File: config.mk
export PLATFORM = sky130hd
export DESIGN_NAME = irq_status_block
export DESIGN_NICKNAME = d
export VERILOG_FILES = /design/src/include/irq_pkg.sv /design/src/logic/irq_status_block.sv
export SDC_FILE = /design/constraint.sdc
export NUM_CORES = 1
export LEC_CHECK = 0
export ABC_AREA = 1
export BUFFER_PORTS_ARGS = -buffer_cell sky130_fd_sc_hd__buf_4
export CAP_MARGIN = 15
export CORE_MARGIN = 5
export CORE_UTILIZATION = 30
export CTS_BUF_LIST = sky130_fd_sc_hd__clkbuf_4 sky130_fd_sc_hd__clkbuf_8
export DETAILED_ROUTE_END_ITERATION = 8
export PLACE_DENSITY_LB_ADDON = 0.2
export SETUP_SLACK_MARGIN = 0.3
export SYNTH_ARGS = -nofsm -noshare
export SYNTH_HDL_FRONTEND = slang
export SYNTH_SLANG_ARGS = --single-unit
File: constraint.sdc
create_clock -name clk -period 2.2 [get_ports clk]
set_input_delay 0.22 -clock clk [delete_from_list [all_inputs] [get_ports clk]]
set_output_delay 0.22 -clock clk [all_outputs]
set_load 0.02 [all_outputs]
File: src/include/irq_pkg.sv
// Constants, field layouts and carrier types for the interrupt status, acknowledge and mask block.
// Notes on behaviour
// - Interrupt output is registered: it goes high one clock after any status bit meets its high mask bit.
// - Mask register is reachable as part of a word or as its own byte.
// - Management change flag sets on monitored PHY bit change; cleared by acknowledge.
// - Monitored PHY bits latch on change and refresh to live value when read.
// - Early receive flag sets when stored bytes pass threshold; cleared by acknowledge.
// - Early receive threshold counts in units of 64 bytes.
// - Protocol exception merges link, rollover, fatal transmit sources, each separately enabled.
// - Protocol exception clears by disabling link, reading counter, or setting transmit on.
// - Receive abort flag latches on allocation, length or drop abort; cleared by acknowledge.
// - Allocation flag sets on success, is inverse of failed flag, clears on request or failure.
// - Transmit queue empty flag latches on becoming empty until acknowledged.
// - Transmit completion flag is the inverse of completion queue empty.
// - Host acknowledges completion after service; device removes that entry.
// - Completion acknowledge pops the entry at the completion queue output.
// - Receive flag is inverse of receive queue empty; acknowledge does not clear it.
// - Drop before packet end discards and sets abort flag; later drop receives normally.
// - Drop request clears itself and affects only a packet being received.
package irq_pkg;

    // Register indices; byte address is four times the index.
    localparam logic [5:0] IDX_STATUS = 6'h0C;
    localparam logic [5:0] IDX_MASK = 6'h0D;
    localparam logic [5:0] IDX_EARLY_RX = 6'h0C;
    localparam logic [5:0] IDX_BANK = 6'h0E;
    localparam logic [5:0] IDX_CONTROL = 6'h10;
    localparam logic [5:0] IDX_PHY_STATUS = 6'h11;
    localparam logic [5:0] IDX_COUNTER = 6'h12;
    localparam logic [5:0] IDX_PROTOCOL = 6'h13;
    localparam logic [2:0] BANK_IRQ = 3'h2;
    localparam logic [2:0] BANK_EARLY = 3'h3;
    localparam logic [2:0] BANK_RESET = 3'h0;

    // Status bit positions.
    localparam int B_MGMT = 7;
    localparam int B_EARLY = 6;
    localparam int B_PROTO = 5;
    localparam int B_ABORT = 4;
    localparam int B_ALLOC = 3;
    localparam int B_TXEMPTY = 2;
    localparam int B_TXDONE = 1;
    localparam int B_RX = 0;
    localparam logic [7:0] ACK_CLEARABLE = 8'hD6;
    localparam logic [7:0] STATUS_RESET = 8'h04;
    localparam logic [7:0] MASK_RESET = 8'h00;

    // Early receive control fields.
    localparam int B_DROP = 7;
    localparam int LIMIT_W = 5;
    localparam int UNIT_SHIFT = 6;
    localparam int COUNT_W = 12;

    // Control register fields.
    localparam int B_TX_ON = 0;
    localparam int B_LINK_EN = 1;
    localparam int B_ROLL_EN = 2;
    localparam int B_TXERR_EN = 3;
    localparam logic [3:0] CONTROL_RESET = 4'h0;

    localparam int PHY_W = 9;

    typedef struct packed {
        logic active;
        logic ended;
        logic alloc_abort;
        logic long_abort;
        logic [COUNT_W-1:0] byte_count;
    } rx_event_t;

    typedef struct packed {
        logic underrun;
        logic sqe_fault;
        logic carrier_lost;
        logic late_collision;
        logic excess_collisions;
    } tx_fault_t;

    typedef struct packed {
        logic link_down;
        logic rollover;
        tx_fault_t fault;
    } protocol_cause_t;

endpackage

File: src/logic/irq_status_block.sv
// Interrupt status, acknowledge and mask logic with early receive control, behind an APB slave.
module irq_status_block (
    // Clock and reset
    input wire logic clk,
    input wire logic rstn,
    // APB slave
    input wire logic psel,
    input wire logic penable,
    input wire logic pwrite,
    input wire logic [7:0] paddr,
    input wire logic [31:0] pwdata,
    input wire logic [3:0] pstrb,
    output logic [31:0] prdata,
    output logic pready,
    output logic pslverr,
    // Receiver
    input wire irq_pkg::rx_event_t rx_event,
    input wire logic rx_queue_empty,
    output logic rx_discard,
    // Transmitter and MMU
    input wire logic alloc_request,
    input wire logic alloc_ok,
    input wire logic alloc_fail,
    output logic alloc_failed,
    input wire logic tx_queue_empty,
    input wire logic completion_queue_empty,
    output logic completion_pop,
    input wire logic link_event,
    input wire logic rollover_event,
    input wire logic tx_fatal,
    input wire irq_pkg::tx_fault_t tx_fault,
    output logic transmit_on,
    // PHY monitored status bits
    input wire logic [irq_pkg::PHY_W-1:0] phy_status_live,
    // Interrupt line
    output logic irq
);

    localparam int COUNT_W_L = irq_pkg::COUNT_W;

    logic [31:0] prdata_q;
    logic [31:0] prdata_d;
    logic [2:0] bank_q;
    logic [7:0] mask_q;
    logic [7:0] early_rx_ctrl_q;
    logic [3:0] control_q;
    logic mgmt_q;
    logic early_q;
    logic early_fired_q;
    logic abort_q;
    logic alloc_q;
    logic txempty_q;
    logic txempty_prev_q;
    logic link_pend_q;
    logic roll_pend_q;
    logic txerr_pend_q;
    logic [irq_pkg::PHY_W-1:0] phy_held_q;
    logic phy_pend_q;
    logic [7:0] rollover_count_q;
    irq_pkg::protocol_cause_t cause_q;
    logic [7:0] status;
    logic [5:0] idx;
    logic setup;
    logic wr;
    logic rd;
    logic hit_status;
    logic hit_mask;
    logic hit_early;
    logic hit_bank;
    logic hit_control;
    logic hit_phy;
    logic hit_counter;
    logic hit_protocol;
    logic mapped;
    logic [7:0] ack;
    logic drop_now;
    logic [COUNT_W_L-1:0] limit_bytes;
    logic over_limit;
    logic tx_on_rise;

    // Bus decode. Accesses complete in one access cycle.
    assign idx = paddr[7:2];
    assign setup = psel && !penable;
    assign wr = psel && penable && pwrite;
    assign rd = psel && penable && !pwrite;
    assign hit_status = (idx == irq_pkg::IDX_STATUS) && (bank_q == irq_pkg::BANK_IRQ);
    assign hit_mask = (idx == irq_pkg::IDX_MASK) && (bank_q == irq_pkg::BANK_IRQ);
    assign hit_early = (idx == irq_pkg::IDX_EARLY_RX) && (bank_q == irq_pkg::BANK_EARLY);
    assign hit_bank = (idx == irq_pkg::IDX_BANK);
    assign hit_control = (idx == irq_pkg::IDX_CONTROL);
    assign hit_phy = (idx == irq_pkg::IDX_PHY_STATUS);
    assign hit_counter = (idx == irq_pkg::IDX_COUNTER);
    assign hit_protocol = (idx == irq_pkg::IDX_PROTOCOL);
    assign mapped = hit_status || hit_mask || hit_early || hit_bank || hit_control
        || hit_phy || hit_counter || hit_protocol;
    assign pready = psel && penable;
    assign pslverr = psel && penable && !mapped;
    assign prdata = prdata_q;

    // Only clearable positions written high in the low lane act.
    assign ack = (wr && hit_status && pstrb[0]) ? (pwdata[7:0] & irq_pkg::ACK_CLEARABLE)
        : 8'h00;

    // Status byte assembly; two bits follow queue state directly.
    always_comb begin
        status = 8'h00;
        status[irq_pkg::B_MGMT] = mgmt_q;
        status[irq_pkg::B_EARLY] = early_q;
        status[irq_pkg::B_PROTO] = link_pend_q || roll_pend_q || txerr_pend_q;
        status[irq_pkg::B_ABORT] = abort_q;
        status[irq_pkg::B_ALLOC] = alloc_q;
        status[irq_pkg::B_TXEMPTY] = txempty_q;
        status[irq_pkg::B_TXDONE] = !completion_queue_empty;
        status[irq_pkg::B_RX] = !rx_queue_empty;
    end

    always_ff @(posedge clk) begin
        if (!rstn) begin
            irq <= 1'b0;
        end else begin
            irq <= |(status & mask_q);
        end
    end

    // Read data is captured in the setup cycle.
    always_comb begin
        prdata_d = 32'h0000_0000;
        if (hit_status) begin
            prdata_d[7:0] = status;
            prdata_d[15:8] = mask_q;
        end else if (hit_mask) begin
            prdata_d[7:0] = mask_q;
        end else if (hit_early) begin
            prdata_d[7:0] = early_rx_ctrl_q;
        end else if (hit_bank) begin
            prdata_d[2:0] = bank_q;
        end else if (hit_control) begin
            prdata_d[3:0] = control_q;
        end else if (hit_phy) begin
            prdata_d[irq_pkg::PHY_W-1:0] = phy_held_q;
        end else if (hit_counter) begin
            prdata_d[7:0] = rollover_count_q;
        end else if (hit_protocol) begin
            prdata_d[6:0] = cause_q;
        end
    end

    always_ff @(posedge clk) begin
        if (!rstn) begin
            prdata_q <= 32'h0000_0000;
        end else if (setup && !pwrite) begin
            prdata_q <= prdata_d;
        end
    end

    always_ff @(posedge clk) begin
        if (!rstn) begin
            bank_q <= irq_pkg::BANK_RESET;
        end else if (wr && hit_bank && pstrb[0]) begin
            bank_q <= pwdata[2:0];
        end
    end

    // Mask as the high byte of the status word or as its own low byte.
    always_ff @(posedge clk) begin
        if (!rstn) begin
            mask_q <= irq_pkg::MASK_RESET;
        end else if (wr && hit_status && pstrb[1]) begin
            mask_q <= pwdata[15:8];
        end else if (wr && hit_mask && pstrb[0]) begin
            mask_q <= pwdata[7:0];
        end
    end

    // Control: transmit on and the three exception source enables.
    assign tx_on_rise = wr && hit_control && pstrb[0] && pwdata[irq_pkg::B_TX_ON]
        && !control_q[irq_pkg::B_TX_ON];
    always_ff @(posedge clk) begin
        if (!rstn) begin
            control_q <= irq_pkg::CONTROL_RESET;
        end else if (wr && hit_control && pstrb[0]) begin
            control_q <= pwdata[3:0];
        end else if (tx_fatal) begin
            control_q[irq_pkg::B_TX_ON] <= 1'b0;
        end
    end
    assign transmit_on = control_q[irq_pkg::B_TX_ON];

    // Exception sources, each latched only when enabled; the set wins over its clear.
    always_ff @(posedge clk) begin
        if (!rstn) begin
            link_pend_q <= 1'b0;
            roll_pend_q <= 1'b0;
            txerr_pend_q <= 1'b0;
        end else begin
            if (link_event && control_q[irq_pkg::B_LINK_EN]) begin
                link_pend_q <= 1'b1;
            end else if (!control_q[irq_pkg::B_LINK_EN]) begin
                link_pend_q <= 1'b0;
            end
            if (rollover_event && control_q[irq_pkg::B_ROLL_EN]) begin
                roll_pend_q <= 1'b1;
            end else if (rd && hit_counter) begin
                roll_pend_q <= 1'b0;
            end
            if (tx_fatal && control_q[irq_pkg::B_TXERR_EN]) begin
                txerr_pend_q <= 1'b1;
            end else if (tx_on_rise) begin
                txerr_pend_q <= 1'b0;
            end
        end
    end

    // Cause record for software, and a rollover counter that the counter read returns.
    always_ff @(posedge clk) begin
        if (!rstn) begin
            cause_q <= '0;
            rollover_count_q <= 8'h00;
        end else begin
            if (link_event) begin
                cause_q.link_down <= 1'b1;
            end else if (rd && hit_protocol) begin
                cause_q.link_down <= 1'b0;
            end
            if (rollover_event) begin
                cause_q.rollover <= 1'b1;
                rollover_count_q <= rollover_count_q + 8'h01;
            end else if (rd && hit_counter) begin
                cause_q.rollover <= 1'b0;
            end
            if (tx_fatal) begin
                cause_q.fault <= tx_fault;
            end
        end
    end

    // Monitored PHY bits: latch the first change and hold until read.
    always_ff @(posedge clk) begin
        if (!rstn) begin
            phy_held_q <= '0;
            phy_pend_q <= 1'b0;
        end else if (rd && hit_phy) begin
            phy_held_q <= phy_status_live;
            phy_pend_q <= 1'b0;
        end else if (!phy_pend_q && (phy_status_live != phy_held_q)) begin
            phy_held_q <= phy_status_live;
            phy_pend_q <= 1'b1;
        end
    end

    always_ff @(posedge clk) begin
        if (!rstn) begin
            mgmt_q <= 1'b0;
        end else if (!phy_pend_q && (phy_status_live != phy_held_q)) begin
            mgmt_q <= 1'b1;
        end else if (ack[irq_pkg::B_MGMT]) begin
            mgmt_q <= 1'b0;
        end
    end

    // Early receive: one event per packet once stored bytes exceed the limit.
    assign limit_bytes = COUNT_W_L'(early_rx_ctrl_q[irq_pkg::LIMIT_W-1:0])
        << irq_pkg::UNIT_SHIFT;
    assign over_limit = rx_event.active && (rx_event.byte_count > limit_bytes);
    always_ff @(posedge clk) begin
        if (!rstn) begin
            early_fired_q <= 1'b0;
        end else if (!rx_event.active || rx_event.ended) begin
            early_fired_q <= 1'b0;
        end else if (over_limit) begin
            early_fired_q <= 1'b1;
        end
    end

    always_ff @(posedge clk) begin
        if (!rstn) begin
            early_q <= 1'b0;
        end else if (over_limit && !early_fired_q) begin
            early_q <= 1'b1;
        end else if (ack[irq_pkg::B_EARLY]) begin
            early_q <= 1'b0;
        end
    end

    // Drop request acts only on a packet still in flight, then clears itself.
    assign drop_now = early_rx_ctrl_q[irq_pkg::B_DROP] && rx_event.active
        && !rx_event.ended;
    assign rx_discard = drop_now;
    always_ff @(posedge clk) begin
        if (!rstn) begin
            early_rx_ctrl_q <= 8'h00;
        end else if (wr && hit_early && pstrb[0]) begin
            early_rx_ctrl_q <= pwdata[7:0];
        end else if (drop_now || !rx_event.active) begin
            early_rx_ctrl_q[irq_pkg::B_DROP] <= 1'b0;
        end
    end

    always_ff @(posedge clk) begin
        if (!rstn) begin
            abort_q <= 1'b0;
        end else if (drop_now || rx_event.alloc_abort || rx_event.long_abort) begin
            abort_q <= 1'b1;
        end else if (ack[irq_pkg::B_ABORT]) begin
            abort_q <= 1'b0;
        end
    end

    // Allocation result; failed reads as its complement and is high after reset.
    always_ff @(posedge clk) begin
        if (!rstn) begin
            alloc_q <= 1'b0;
        end else if (alloc_ok) begin
            alloc_q <= 1'b1;
        end else if (alloc_request || alloc_fail) begin
            alloc_q <= 1'b0;
        end
    end
    assign alloc_failed = !alloc_q;

    // Transmit queue empty latches on the empty edge.
    always_ff @(posedge clk) begin
        if (!rstn) begin
            txempty_q <= irq_pkg::STATUS_RESET[irq_pkg::B_TXEMPTY];
            txempty_prev_q <= 1'b1;
        end else begin
            txempty_prev_q <= tx_queue_empty;
            if (tx_queue_empty && !txempty_prev_q) begin
                txempty_q <= 1'b1;
            end else if (ack[irq_pkg::B_TXEMPTY]) begin
                txempty_q <= 1'b0;
            end
        end
    end

    // Completion acknowledge pops the head entry for one cycle.
    assign completion_pop = ack[irq_pkg::B_TXDONE] && !completion_queue_empty;

endmodule

==> results by group <==
Run status
  • Outcome: complete, no violations

Timing
  • Worst-margin pin slew: 0.848 ns
  • Max Slew Vio Count: 0
  • Tmin final: 1.82 ns
  • Peak Freq: 0.551 GHz
  • Clock skew: 0.00925 ns
  • Final hold viol count: 0
  • Total Neg Setup Slack: 0 ns
  • Worst rel slew slack: 0.434
  • Final Setup Violations: 0
  • Final period util: 0.825
  • RSZ-0062 raised after global routing: no

Finish
  • Final instance area: 5130 um2
  • Area delta synth->final: 24.3%
  • Layout cell share with drive strength beyond 1: 0.234
  • # diodes: 0
  • Nets: 779

Setup path
  • CP max stage delay: 0.34 ns
  • Crit. End Element: primary output
  • Slowest-stage cell, CP: dfxtp_2
  • Critical Path AT: 1.60 ns
  • Startpoint Class: flip-flop
  • Crit Path Class: flip-flop to primary output
  • Ordered list of cells on the worst path: inv_2, nand2_4, nor2_2, nand2_2, nand3_2, nor4_4, buf_4
  • Maximum fanout along the worst path: 4
  • WP data required: 1.98 ns

Drt
  • ANT nets after route: 0
  • TritonRoute pass-1 iters: 5
  • First DRT Iteration DRCs: 323
  • Routed length per instance: 14.6 um
  • Vias per std cell: 4.77
  • Final WL: 12.6 mm
  • Detailed-route via count: 4114
  • Drc violations: 0

Pwr
  • P per Cell Area: 538 nW/um2
  • VDD IR max: 0.000221 V
  • Leak: 2.24 nW

Die
  • Io pins: 127
  • Die width: 127 um
  • Starting Density: 0.309
  • Full die area: 16200 um2
  • Core area: 13300 um2
  • Die H: 127 um
  • Row count: 42

Global routing
  • Largest net degree at the start of global routing: 54
  • GRT overflow: 0
  • Initial antenna violation count: 0
  • Via count of the first global-routing pass: 3895
  • GRT Total Usage: 0.156
  • Global-route wire length before repair: 20.1 mm

Clock tree
  • CTS clock-pin slew for the worst setup and hold paths: 0.07 ns
  • Post-CTS Hold Fix Bufs: 0
  • CTS tree: yes
  • Clock tree sinks: 75
  • Root Buffer: clkbuf_8
  • Clock buffer depth: 2
  • Clock latency at the later pin of the worst-skew pair: 0.35 ns
  • H-tree Lvls: 3
  • CTS Buf Count: 9

Worst hold path
  • Hold WC Path Type: input pin to flip-flop

Placed design
  • GPL Wtd Cong: 0.886
  • Cell Area, Placed: 4900 um2
  • IO buf count: 90
  • DP Wirelength: 9.91 mm

Run
  • Max Cap Viol: 0

Synthesis
  • Register area share after synthesis: 0.364
  • Post-Syn Instances: 596
  • Average size of a mapped cell: 6.93 um2
  • Synth warn: 0
  • Unique masters post-synth: 40
  • Main area contributors after synthesis: dfxtp_1 (36%), nand2_1 (9.7%), nor2_1 (7.2%)
  • Cell taking the most area after synthesis: dfxtp_1
  • Synth top area share: 0.364
  • Synthesized area: 4130 um2
  • #FFs+latches synth: 75
final timing paths:
| path | cells past startpoint | end | from | slack, ns |
|---|---|---|---|---|
| worst max-delay path | 7 | pslverr | bank_q[2] | 0.38 |
| worst min-delay path | 3 | txempty_prev_q | tx_queue_empty | 0.07 |
| worst max register to register | 11 | mask_q[2] | bank_q[2] | 0.49 |
| worst min register to register | 1 | txempty_q | txempty_prev_q | 0.42 |
area by class of cell:
type                       count  area [um2]
multi-input combinational    438        2280
sequential                    75        1500
inverter                      65         246
tap                          176         220
timing repair buffer          96         721
clock buffer                  13         160
fill                        1449        8220
report_power, final:
part           total [W]  internal, W  switching (W)
sequential       0.00143      0.00140      0.0000327
combinational   0.000403     0.000167       0.000235
clock           0.000924     0.000460       0.000463
total            0.00276      0.00203       0.000731
stage by stage:
stage	hold slack (ns)	power, W	std cells	utilization	worst slack, ns
5_1_grt	0.0626	0.00289	863	0.385	0.294
6_report	0.0710	0.00276	863	0.385	0.384
2_1_floorplan	0.310	0.00169	611	-	0.570
3_5_place_dp	0.427	0.00187	848	0.367	0.456
3_3_place_gp	0.416	0.00186	848	0.367	0.498
4_1_cts	0.0535	0.00279	862	0.382	0.318
repair_timing:
| item | 4_1_cts | 5_1_grt |
|---|---|---|
| pin swaps | 1 | 3 |
| buffers inserted | 1 | 1 |
| endpoints found under the setup margin | 2 | 6 |
| gates resized for setup | 5 | 9 |
cell usage in the layout, fill, tap and decap left out, drive strengths merged:
cell and n:
clkbuf 13, nor3 16, nand4 10, o21ai 52, dfxtp 75, a221oi 2, nand2 116, nor4 2
nor3b 1, a21boi 4, o2111ai 1, nand3 46, o211ai 5, nor2 97, inv 65, a31oi 5
o22ai 1, buf 96, o221ai 1, a21oi 49, xnor2 4, xor2 2, ha 6, conb 16
or2 2
synth_stat cells, drive strengths merged:
master / n
nand2: 116
nor2: 97
dfxtp: 75
inv: 65
o21ai: 52
a21oi: 49
nand3: 46
buf: 23
nor3: 16
clkbuf: 10
nand4: 10
ha: 6
a31oi: 5
o211ai: 5
a21boi: 4
xnor2: 4
a221oi: 2
nor4: 2
or2: 2
xor2: 2
conb: 1
nor3b: 1
o2111ai: 1
o221ai: 1
o22ai: 1
critical path, delay by kind of cell, from the launching register on:
family                 cells  cell delay, ns
AND/OR/NAND/NOR            5            0.65
buffers and inverters      2            0.26
flip-flops                 1            0.34
state kept, by name, summed over array words and instances, names as in the netlist:
signal / count
prdata: 16
link_pend_q: 1
irq: 1
alloc_q: 1
abort_q: 1
txerr_pend_q: 1
roll_pend_q: 1
early_q: 1
early_rx_ctrl_q: 8
rollover_count_q: 8
phy_pend_q: 1
early_fired_q: 1
mgmt_q: 1
txempty_prev_q: 1
bank_q: 3
txempty_q: 1
control_q: 4
cause_q: 7
mask_q: 8
phy_held_q: 9
metal layers:
layer,vias to the layer above,global-route usage,part of all wire
li1,2099,-,-
met1,1899,0.215,0.46
met2,107,0.242,0.46
met3,9,0.0417,0.063
met4,0,0.0397,0.013
met5,-,0,0
cell families after synthesis:
kind of cell               count (synthesis)  share of synthesized area
AOI/OAI and AO/OA                        120                      0.156
DFF                                       75                      0.364
adders and majority gates                  6                     0.0182
and+or+nand+nor                          290                      0.337
xor gates and xnor gates                   6                     0.0127
other                                      1                   0.000908
buffers and inverters                     98                      0.111
Power figures use the tool's default switching activity.
